[src/hdl/bwpc_pkg.sv]
// Purpose: Shared constants and types for the host bus width port configuration.
// Assumes: One 50 MHz clock, asynchronous active-high reset.
// Notes: Both ends, the checker and the testbench use these names.
package bwpc_pkg;
  typedef enum logic [1:0] {
    BWPC_W8 = 2'h0,
    BWPC_W16 = 2'h1,
    BWPC_W32 = 2'h3
  } bwpc_width_t;

  typedef enum logic [1:0] {
    BWPC_IDLE = 2'h0,
    BWPC_ACK = 2'h1,
    BWPC_NEGATE = 2'h3,
    BWPC_RELEASE = 2'h2
  } bwpc_dev_state_t;

  typedef enum logic [1:0] {
    BWPC_H_IDLE = 2'h0,
    BWPC_H_WAIT = 2'h1,
    BWPC_H_END = 2'h3
  } bwpc_host_state_t;

  localparam int unsigned BWPC_DATA_W = 32;
  localparam int unsigned BWPC_LANE_W = 8;
  localparam logic [31:0] BWPC_DATA_RESET = 32'h00000000;
  // Extra wait cycles before acknowledge; zero means no extra wait states.
  localparam logic [3:0] BWPC_WAIT_CYCLES = 4'h2;
  // Host gives up after this many cycles without an acknowledge.
  localparam logic [7:0] BWPC_HOST_TIMEOUT = 8'hFF;

  // Strap pair (size, bit0) to a width code
  function automatic logic [1:0] bwpc_decode_straps(input logic size_strap,
                                                    input logic a0_strap);
    if (!size_strap) begin
      bwpc_decode_straps = BWPC_W8;
    end else if (!a0_strap) begin
      bwpc_decode_straps = BWPC_W16;
    end else begin
      bwpc_decode_straps = BWPC_W32;
    end
  endfunction : bwpc_decode_straps

  // Replicates the low lanes so that every lane the host reads is valid
  function automatic logic [31:0] bwpc_join_lanes(input logic [1:0] width,
                                                  input logic [31:0] data);
    if (width == BWPC_W8) begin
      bwpc_join_lanes = {4{data[7:0]}};
    end else if (width == BWPC_W16) begin
      bwpc_join_lanes = {2{data[15:0]}};
    end else begin
      bwpc_join_lanes = data;
    end
  endfunction : bwpc_join_lanes
endpackage : bwpc_pkg

[src/hdl/bwpc_if.sv]
// Purpose: Bus between host and coprocessor port, with resolved acknowledge pins.
// Assumes: Acknowledges are pulled high when nobody drives them.
// Notes: The pull-up holding resistor is modelled by the resolution below.
`timescale 1ns/1ps
`default_nettype none
interface bwpc_if;
  logic address_strobe_n;
  logic data_strobe_n;
  logic chip_select_n;
  logic read_not_write;
  logic addr_bit4;
  logic [31:0] host_data;
  logic [31:0] dev_data;
  logic dev_data_oe;
  logic ack_low_order_out;
  logic ack_low_order_oe;
  logic ack_high_order_out;
  logic ack_high_order_oe;
  logic ack_low_order;
  logic ack_high_order;

  assign ack_low_order = ack_low_order_oe ? ack_low_order_out : 1'b1;
  assign ack_high_order = ack_high_order_oe ? ack_high_order_out : 1'b1;

  modport device (
    input address_strobe_n, data_strobe_n, chip_select_n, read_not_write, addr_bit4,
    input host_data,
    output dev_data, dev_data_oe,
    output ack_low_order_out, ack_low_order_oe, ack_high_order_out, ack_high_order_oe
  );
  modport host (
    output address_strobe_n, data_strobe_n, chip_select_n, read_not_write, addr_bit4,
    output host_data,
    input dev_data, dev_data_oe, ack_low_order, ack_high_order
  );
endinterface : bwpc_if
`default_nettype wire

[src/hdl/bwpc_device.sv]
// Purpose: Coprocessor end of the host port: width straps and acknowledge timing.
// Assumes: Straps are static; bus inputs arrive from another domain.
// Notes: Data storage is one word standing in for the coprocessor registers.
`timescale 1ns/1ps
`default_nettype none
// Behaviour
// - Both straps high selects 32-bit bus.
// - Width high, bit0 low selects 16-bit.
// - Width strap low selects 8-bit bus.
// - 16-bit: low acknowledge never asserted.
// - 8-bit: high acknowledge never asserted.
// - Host joins D0-D15 to D16-D31 in 16-bit.
// - Host joins D0-D7 to every lane in 8-bit.
// - Plain peripheral decoded in data space.
// - Alternate-space host decodes like coprocessor.
// - 8-bit peripheral uses low acknowledge only.
// - 32-bit: bit4 one both, else high only.
// - Both acknowledges negated means wait states.
// - After strobe rise, drive negated then release.
module bwpc_device (
  input wire logic clock,
  input wire logic rst,
  input wire logic clock_en,
  input wire logic addr_bit0_strap,
  input wire logic size_strap,
  bwpc_if.device bus,
  output logic [1:0] bus_width,
  output logic [31:0] last_write_data,
  output logic write_seen
);
  typedef struct packed {
    logic [2:0] as_sync;
    logic [2:0] ds_sync;
    logic [1:0] cs_sync;
    logic [1:0] rw_sync;
    logic [1:0] a4_sync;
    logic straps_taken;
    logic [1:0] width;
    bwpc_pkg::bwpc_dev_state_t state;
    logic [3:0] wait_cnt;
    logic ack_lo;
    logic ack_hi;
    logic ack_oe;
    logic [31:0] store;
    logic [31:0] dout;
    logic dout_oe;
    logic wr_seen;
  } bwpc_dev_t;

  // Idle pins other than bit4 read high, so no false strobe edge follows reset
  localparam bwpc_dev_t BWPC_DEV_RESET = '{
    as_sync: 3'h7,
    ds_sync: 3'h7,
    cs_sync: 2'h3,
    rw_sync: 2'h3,
    a4_sync: 2'h0,
    straps_taken: 1'b0,
    width: bwpc_pkg::BWPC_W8,
    state: bwpc_pkg::BWPC_IDLE,
    wait_cnt: 4'h0,
    ack_lo: 1'b1,
    ack_hi: 1'b1,
    ack_oe: 1'b0,
    store: bwpc_pkg::BWPC_DATA_RESET,
    dout: bwpc_pkg::BWPC_DATA_RESET,
    dout_oe: 1'b0,
    wr_seen: 1'b0
  };

  // One step of a two-stage pin synchroniser
  function automatic logic [1:0] sync2(
    input logic [1:0] cur,
    input logic pin
  );
    sync2 = {cur[0], pin};
  endfunction : sync2

  // Three stages: the third only feeds the edge detector
  function automatic logic [2:0] sync3(
    input logic [2:0] cur,
    input logic pin
  );
    sync3 = {cur[1:0], pin};
  endfunction : sync3

  // Rising strobe between the second and third stages
  function automatic logic rose(input logic [2:0] hist);
    rose = hist[1] && !hist[2];
  endfunction : rose

  // Acknowledge pair {high, low}, active low
  function automatic logic [1:0] ack_pair(
    input logic [1:0] width,
    input logic a4
  );
    logic [1:0] pair;
    pair = 2'h3;
    unique case (width)
      bwpc_pkg::BWPC_W32: begin
        pair = {1'b0, !a4};
      end
      bwpc_pkg::BWPC_W16: begin
        pair = 2'h1;
      end
      default: begin
        pair = 2'h2;
      end
    endcase
    ack_pair = pair;
  endfunction : ack_pair

  bwpc_dev_t s_reg;
  bwpc_dev_t s_next;
  logic strobe_low;
  logic strobe_rose;
  logic [31:0] joined_in;

  // Second flop stage is the first that logic reads
  assign strobe_low = !s_reg.as_sync[1] && !s_reg.ds_sync[1] && !s_reg.cs_sync[1];
  assign strobe_rose = rose(s_reg.as_sync) || rose(s_reg.ds_sync);
  assign joined_in = bwpc_pkg::bwpc_join_lanes(s_reg.width, bus.host_data);

  always_comb begin
    s_next = s_reg;
    s_next.as_sync = sync3(s_reg.as_sync, bus.address_strobe_n);
    s_next.ds_sync = sync3(s_reg.ds_sync, bus.data_strobe_n);
    s_next.cs_sync = sync2(s_reg.cs_sync, bus.chip_select_n);
    s_next.rw_sync = sync2(s_reg.rw_sync, bus.read_not_write);
    s_next.a4_sync = sync2(s_reg.a4_sync, bus.addr_bit4);
    s_next.wr_seen = 1'b0;
    // Width is caught once after reset so a moving strap cannot split a cycle
    if (!s_reg.straps_taken) begin
      s_next.width = bwpc_pkg::bwpc_decode_straps(size_strap, addr_bit0_strap);
      s_next.straps_taken = 1'b1;
    end
    unique case (s_reg.state)
      bwpc_pkg::BWPC_IDLE: begin
        s_next.ack_lo = 1'b1;
        s_next.ack_hi = 1'b1;
        if (strobe_low && s_reg.straps_taken) begin
          s_next.wait_cnt = bwpc_pkg::BWPC_WAIT_CYCLES;
          s_next.state = bwpc_pkg::BWPC_ACK;
          s_next.ack_oe = 1'b1;
        end
      end

      bwpc_pkg::BWPC_ACK: begin
        if (strobe_rose || !strobe_low) begin
          s_next.ack_lo = 1'b1;
          s_next.ack_hi = 1'b1;
          s_next.dout_oe = 1'b0;
          s_next.state = bwpc_pkg::BWPC_NEGATE;
        end else if (s_reg.wait_cnt != 4'h0) begin
          // Both negated while counting holds the host in wait states
          s_next.wait_cnt = s_reg.wait_cnt - 4'h1;
        end else if (s_reg.ack_lo && s_reg.ack_hi) begin
          {s_next.ack_hi, s_next.ack_lo} = ack_pair(s_reg.width, s_reg.a4_sync[1]);
          // Read data is lane-joined so every lane the host may sample is valid
          if (s_reg.rw_sync[1]) begin
            s_next.dout = bwpc_pkg::bwpc_join_lanes(s_reg.width, s_reg.store);
            s_next.dout_oe = 1'b1;
          end else begin
            s_next.store = joined_in;
            s_next.wr_seen = 1'b1;
          end
        end
      end

      bwpc_pkg::BWPC_NEGATE: begin
        // Keep driving negated a full cycle so the line rises fast
        s_next.ack_lo = 1'b1;
        s_next.ack_hi = 1'b1;
        s_next.state = bwpc_pkg::BWPC_RELEASE;
      end

      bwpc_pkg::BWPC_RELEASE: begin
        // Released before the next cycle so the pull-up holds the line
        s_next.ack_oe = 1'b0;
        if (!strobe_low) begin
          s_next.state = bwpc_pkg::BWPC_IDLE;
        end
      end
    endcase
  end

  // Clock enable low freezes every flop, synchronisers included
  always_ff @(posedge clock or posedge rst) begin
    if (rst) begin
      s_reg <= BWPC_DEV_RESET;
    end else if (clock_en) begin
      s_reg <= s_next;
    end
  end

  // One enable for both acknowledges: driven and released together
  assign bus.ack_low_order_out = s_reg.ack_lo;
  assign bus.ack_high_order_out = s_reg.ack_hi;
  assign bus.ack_low_order_oe = s_reg.ack_oe;
  assign bus.ack_high_order_oe = s_reg.ack_oe;
  assign bus.dev_data = s_reg.dout;
  assign bus.dev_data_oe = s_reg.dout_oe;

  assign bus_width = s_reg.width;
  assign last_write_data = s_reg.store;
  assign write_seen = s_reg.wr_seen;
endmodule : bwpc_device
`default_nettype wire

[src/flat_wrapper.sv]
// flat-port wrapper written by rule: the top's interface ports become plain ports
module bwpc_device_flat 
  (clock, rst, clock_en, addr_bit0_strap, size_strap, bus_width, last_write_data, write_seen, bus_address_strobe_n, bus_data_strobe_n, bus_chip_select_n, bus_read_not_write, bus_addr_bit4, bus_host_data, bus_dev_data, bus_dev_data_oe, bus_ack_low_order_out, bus_ack_low_order_oe, bus_ack_high_order_out, bus_ack_high_order_oe);
  bwpc_if bus_i ();
  input wire logic clock;
  input wire logic rst;
  input wire logic clock_en;
  input wire logic addr_bit0_strap;
  input wire logic size_strap;
  output logic [1:0] bus_width;
  output logic [31:0] last_write_data;
  output logic write_seen;
  input wire logic [$bits(bus_i.address_strobe_n)-1:0] bus_address_strobe_n;
  input wire logic [$bits(bus_i.data_strobe_n)-1:0] bus_data_strobe_n;
  input wire logic [$bits(bus_i.chip_select_n)-1:0] bus_chip_select_n;
  input wire logic [$bits(bus_i.read_not_write)-1:0] bus_read_not_write;
  input wire logic [$bits(bus_i.addr_bit4)-1:0] bus_addr_bit4;
  input wire logic [$bits(bus_i.host_data)-1:0] bus_host_data;
  output wire logic [$bits(bus_i.dev_data)-1:0] bus_dev_data;
  output wire logic [$bits(bus_i.dev_data_oe)-1:0] bus_dev_data_oe;
  output wire logic [$bits(bus_i.ack_low_order_out)-1:0] bus_ack_low_order_out;
  output wire logic [$bits(bus_i.ack_low_order_oe)-1:0] bus_ack_low_order_oe;
  output wire logic [$bits(bus_i.ack_high_order_out)-1:0] bus_ack_high_order_out;
  output wire logic [$bits(bus_i.ack_high_order_oe)-1:0] bus_ack_high_order_oe;
  assign bus_i.address_strobe_n = bus_address_strobe_n;
  assign bus_i.data_strobe_n = bus_data_strobe_n;
  assign bus_i.chip_select_n = bus_chip_select_n;
  assign bus_i.read_not_write = bus_read_not_write;
  assign bus_i.addr_bit4 = bus_addr_bit4;
  assign bus_i.host_data = bus_host_data;
  assign bus_dev_data = bus_i.dev_data;
  assign bus_dev_data_oe = bus_i.dev_data_oe;
  assign bus_ack_low_order_out = bus_i.ack_low_order_out;
  assign bus_ack_low_order_oe = bus_i.ack_low_order_oe;
  assign bus_ack_high_order_out = bus_i.ack_high_order_out;
  assign bus_ack_high_order_oe = bus_i.ack_high_order_oe;
  bwpc_device u_core (.clock(clock), .rst(rst), .clock_en(clock_en), .addr_bit0_strap(addr_bit0_strap), .size_strap(size_strap), .bus(bus_i), .bus_width(bus_width), .last_write_data(last_write_data), .write_seen(write_seen));
endmodule
[config.mk]
export PLATFORM = sky130hd
export DESIGN_NAME = bwpc_device_flat
export DESIGN_NICKNAME = d
export VERILOG_FILES = /design/src/hdl/bwpc_pkg.sv /design/src/hdl/bwpc_if.sv /design/src/hdl/bwpc_device.sv /design/src/flat_wrapper.sv
export SDC_FILE = /design/constraint.sdc
export NUM_CORES = 1
export LEC_CHECK = 0
export BUFFER_PORTS_ARGS = -buffer_cell sky130_fd_sc_hd__buf_2
export CAP_MARGIN = 0
export CORE_UTILIZATION = 45
export DETAILED_ROUTE_END_ITERATION = 7
export PLACE_DENSITY = 0.69
export REMOVE_ABC_BUFFERS = 1
export SYNTH_ARGS = -nofsm -noshare
export SYNTH_HDL_FRONTEND = slang
export SYNTH_SLANG_ARGS = --single-unit
[constraint.sdc]
create_clock -name clock -period 3.56 [get_ports clock]
set_input_delay 0 -clock clock [delete_from_list [all_inputs] [get_ports clock]]
set_output_delay 0 -clock clock [all_outputs]
set_load 0.01 [all_outputs]
# == Word-level counts from Yosys, hierarchy flattened ==
# Index checks and enable logic that the tools add are counted.
# totals
register_bits,90
input_bits,42
output_inout_bits,72
wordCells,93
# op_classes
n_mux,27
bitwise_logic,4
add_sub_neg,1
eq_ne,13
reduce_logical,32
# op_table
op,count
32-bit two-way mux,4
2-bit two-way mux,9
6-bit AND reduction,2
5-bit AND reduction,2
2-bit nonzero test,5
4-bit two-way mux,2
"2-bit by 1-bit inequality test with 1-bit output, second input constant",4
2-bit case mux with 2 select lines,2
2-bit case mux with 4 select lines,1
4-bit case mux with 2 select lines,1
4-bit AND reduction,2
1-bit zero test,7
"2-bit == test, second input constant",3
1-bit logical AND,6
1-bit two-way mux,6
6-bit two-way mux,1
"2-bit by 1-bit == test with 1-bit output, second input constant",2
2-bit zero test,2
"2-bit inequality test, second input constant",2
1-bit inverter,4
4-bit nonzero test,1
"4-bit by 1-bit subtractor with 4-bit output, second input constant",1
"3-bit by 1-bit inequality test with 1-bit output, second input constant",1
"3-bit by 2-bit inequality test with 1-bit output, second input constant",1
other kinds (5),6

# == Logic depth before layout (Yosys ltp) ==
# depth
ltp_word,7
ltp_mapped,8
ltp_nobuf,6

# == Worst setup path after synthesis ==
# No wires, ideal clock.
# synth_timing
kind,register to register
startpoint,reg u_core.s_reg[69] (netlist bit)
endpoint,"reg u_core.s_reg, in the netlist u_core.bus.dev_data[0]"
t_arrival_ns,1.913
period_less_slack_ns,2.038
setup_ns,0.125
required_ns,3.435
path_buffers,2
stages_incl_launch_ff,8
slack_ns,1.522
path_cell_list,dfrtp_1 > inv_1 > ha_1 > nand4bb_1 > or4_4 > buf_6 > buf_6 > mux2_4
# synth_between
elab_chain_len,3
# synth_lines
element,line,source
"start, declared",bwpc_device.sv:112,bwpc_dev_t s_reg;
"start signal, assigned",bwpc_device.sv:191,s_reg <= s_next;
4-bit nonzero test,bwpc_device.sv:153,end else if (s_reg.wait_cnt != 4'h0) begin
1-bit inverter (no source line),-,
6-bit AND reduction (no source line),-,
# No other way between the ends.
# A chain may end at the register's enable or synchronous reset.

# == Final worst setup path ==
# layout_timing
startpoint,reg u_core.s_reg[74] (netlist bit)
endpoint,"reg u_core.s_reg, in the netlist u_core.bus.dev_data[0]"
# layout_between
elab_chain_len,2
# layout_lines
element,line,source
2-bit by 1-bit == test with 1-bit output,bwpc_device.sv:136,unique case (s_reg.state)
6-bit AND reduction (no source line),-,
# No other way between the ends.

==> metrics.md <==
| Metric | Value |
|---|---|
| Outcome | `completed` |
| WL/cell | `about 15 µm` |
| Relative slew slack | `0.1928` |
| Worst-path cell chain | `inv_1, ha_1, nand3_1, or4_4, mux2_4` |
| HP Start | `clock_en` |
| Die H | `approximately 100 µm` |
| Worst EP required | `~3.8 ns` |
| Cell area after layout | `between 5000 and 6000 µm²` |
| Port bufs | `~110` |
| WHS Path Cells | `3` |
| Worst setup SP type | `register` |
| Post-CTS sizing | `0` |
| Root Buffer | `clkbuf_8` |
| Starting Density | `0.4708` |
| Post-synthesis cell type count | `44` |
| Crit path launch | `u_core.s_reg[74]$_DFFE_PP0P_` |
| Hold Vio Cnt, Final | `0` |
| Fmax | `410.9 MHz` |
| Final setup vio count | `0` |
| Library cell with the largest summed area after synthesis | `dfrtp_1` |
| Placed Area | `about 4800 µm²` |
| Finished Layout Cells | `685` |
| Antenna Nets Post-Route | `0` |
| R2r startpoint | `u_core.s_reg[74]$_DFFE_PP0P_` |
| FF-to-FF path depth | `5` |
| TritonRoute pass-1 iters | `4` |
| Mean area per synthesized cell | `9.906 µm²` |
| RR Endpoint | `u_core.bus.dev_data[0]$_DFFE_PP0P_` |
| DRC violations left | `0` |
| GPL Wtd Cong | `around 0.74` |
| Crit. End Element | `register` |
| Vias per cell | `between 5 and 6` |
| Fin crit share | `0.6837` |
| Core ar. | `9910 µm²` |
| First-pass GRT wire length | `17.15 mm` |
| Setup repair bufs after CTS | `0` |
| Syn Inst Count | `approximately 470` |
| Number of global-route vias before repair | `between 3000 and 4000` |
| Peak VDD IR | `around 0.29 mV` |
| Top cells by area, synth | `dfrtp_1, buf_4, mux2i_1` |
| Reg area | `approximately 2200 µm²` |
| Area of the multi-input gates | `1808 µm²` |
| CP arrival | `around 2.7 ns` |
| Synth-to-Final Area Change | `16.25%` |
| Synth warn | `0` |
| Detailed placer's ending HPWL | `6.495 mm` |
| Worst setup path category | `register to register` |
| Pin count of the biggest net entering global routing | `64` |
| Clk slew on worst S/H paths | `0.10 ns` |
| Fill cells | `between 900 and 1000` |
| Hold Path Sink | `u_core.s_reg[81]$_DFFE_PP1P_` |
| Placed cell count | `approximately 630` |
| Pwr dens | `between 400 and 500 nW/µm²` |
| DR vias | `about 3500` |
| Worst path slowest cell | `or4_4` |
| Crit path buf inv count | `1` |
| Hold WC Path Type | `primary input to register` |
| Die width | `a little over 100 µm` |
| ANT cells | `0` |
| Share of the synthesized area in the top cell type | `0.4183` |
| # clock sinks | `between 80 and 90` |
| Total GRT Usage | `0.1990` |
| Top delay family on crit path | `simple AND/OR/NAND/NOR gates` |
| Worst slew pin tran | `around 1.2 ns` |
| Site Rows | `36` |
| GRT overflow | `0` |
| Die area | `approximately 11000 µm²` |
| Post-Synthesis Cell Area | `4666 µm²` |
| Skew final | `0.01176 ns` |
| TritonCTS clock tree | `done` |
| MaxCap Viol Count | `0` |
| Yosys reg bits | `between 80 and 90` |
| Fraction of layout cells with a size suffix above 1 | `0.3080` |
| Period minus WS final | `2.434 ns` |
| H-Tree Depth | `3` |
| CP Max Fanout | `56` |
| RSZ-0062 raised after global routing | `no` |
| P_leak | `0.002766 µW` |
| CTS Buf Count | `9` |
| WL final | `a little over 10 mm` |
| Power, Total | `about 2600 µW` |
| Commonest non-fill, non-tap cell in the layout | `buf_2` |
| Max-slew violation count | `0` |
| Clock tree buffer depth | `2` |
| Antenna violations before repair | `0` |
| DRT iter0 DRCs | `~180` |
| R2r setup slk | `between 1 and 1.5 ns` |
| Most frequent cells in the layout | `buf_2, dfrtp_1, nand2_1` |
| Post-synthesis sequential area ratio | `0.4747` |
| Worst path depth | `5` |
| Worst-Skew Late Latency | `roughly 0.36 ns` |
| Num ports | `about 110` |
| Critical Path Max Stage Delay | `just over 0.8 ns` |
| NumNets Final | `596` |
cell usage after synthesis:
library cell,number
a211oi_1,1
buf_1,2
or3_4,1
mux2_4,2
or4_4,1
or4_1,2
buf_2,3
dfrtp_1,78
o31ai_1,1
clkbuf_1,18
o21a_1,1
nand2b_1,1
a2bb2oi_1,1
nor3b_1,1
a21oi_1,34
nor2b_1,2
nand3b_1,1
nand3_1,3
o21bai_1,1
a31oi_1,1
ha_1,7
mux2_2,18
nor4b_1,1
nor4_1,1
o31a_1,1
nor2_1,36
dfstp_2,10
nand4bb_1,1
and4b_1,1
nand4_1,1
nor2_2,1
o2111ai_1,1
a22oi_1,2
o2bb2ai_1,1
mux2i_1,49
or2_2,1
inv_1,9
nand2_1,62
buf_4,67
a21o_1,1
nor3_1,2
buf_6,2
o21ai_0,40
a21boi_0,1
timing repair:
item | 4_1_cts | 5_1_grt
setup endpoints to repair | 0 | 0
hold buffers | 40 | 0
hold endpoints to repair | 92 | 0
metal layers:
metal,part of all wire,track usage
met5,0,0
met4,0.021,0.07959
met3,0.045,0.03524
met2,0.48,0.3314
met1,0.45,0.2567
logic make-up after synthesis:
family          after synthesis  synth area share
fa+ha+maj                     7           0.01877
simple gates                119            0.1113
buf+inv                     101            0.1392
compound gates               87            0.1011
mux                          69            0.1550
flops                        88            0.4747
tightest hold or removal path, stage by stage:
cell and delay, ns:
buf_2 0.23, nand2_1 0.11, o21ai_0 0.07
power by group:
| group | internal [µW] | switching (µW) |
|---|---|---|
| Clock | 332 | 380 |
| Sequential | 1130 | 110 |
| Combinational | 303 | 360 |
| Total | 1760 | 850 |
final cells by class:
cell class | instances | share of cell area
clock buffer | 9 | 0.02284
multi-input combinational | 282 | 0.3333
timing repair buffer | 157 | 0.1836
sequential | 88 | 0.4085
tap | 133 | 0.03068
clock inverter | 7 | 0.01453
inverter | 9 | 0.006459
metrics by stage:
stage | setup slack (ns) | hold WS (ns) | util | TNS [ns]
6_report | 1.126 | 0.03559 | 0.5473 | 0
5_1_grt | 0.8946 | 0.06031 | 0.5473 | 0
4_1_cts | 1.115 | 0.01326 | 0.5473 | 0
3_5_place_dp | 1.134 | 0.2388 | 0.4865 | 0
3_3_place_gp | 1.214 | 0.2333 | 0.4865 | 0
2_1_floorplan | -0.6454 | 0.07445 | - | -15.02
how the worst max path moves through the flow:
stage | slack (ns) | to
2_1_floorplan | -0.65 | u_core.last_write_data[10]$_DFFE_PP0P_
3_3_place_gp | 1.21 | u_core.bus.dev_data[0]$_DFFE_PP0P_
3_5_place_dp | 1.13 | u_core.last_write_data[24]$_DFFE_PP0P_
4_1_cts | 1.11 | u_core.last_write_data[25]$_DFFE_PP0P_
5_1_grt | 0.89 | u_core.last_write_data[24]$_DFFE_PP0P_
6_report | 1.13 | u_core.bus.dev_data[0]$_DFFE_PP0P_
Power figures use the tool's default switching activity.
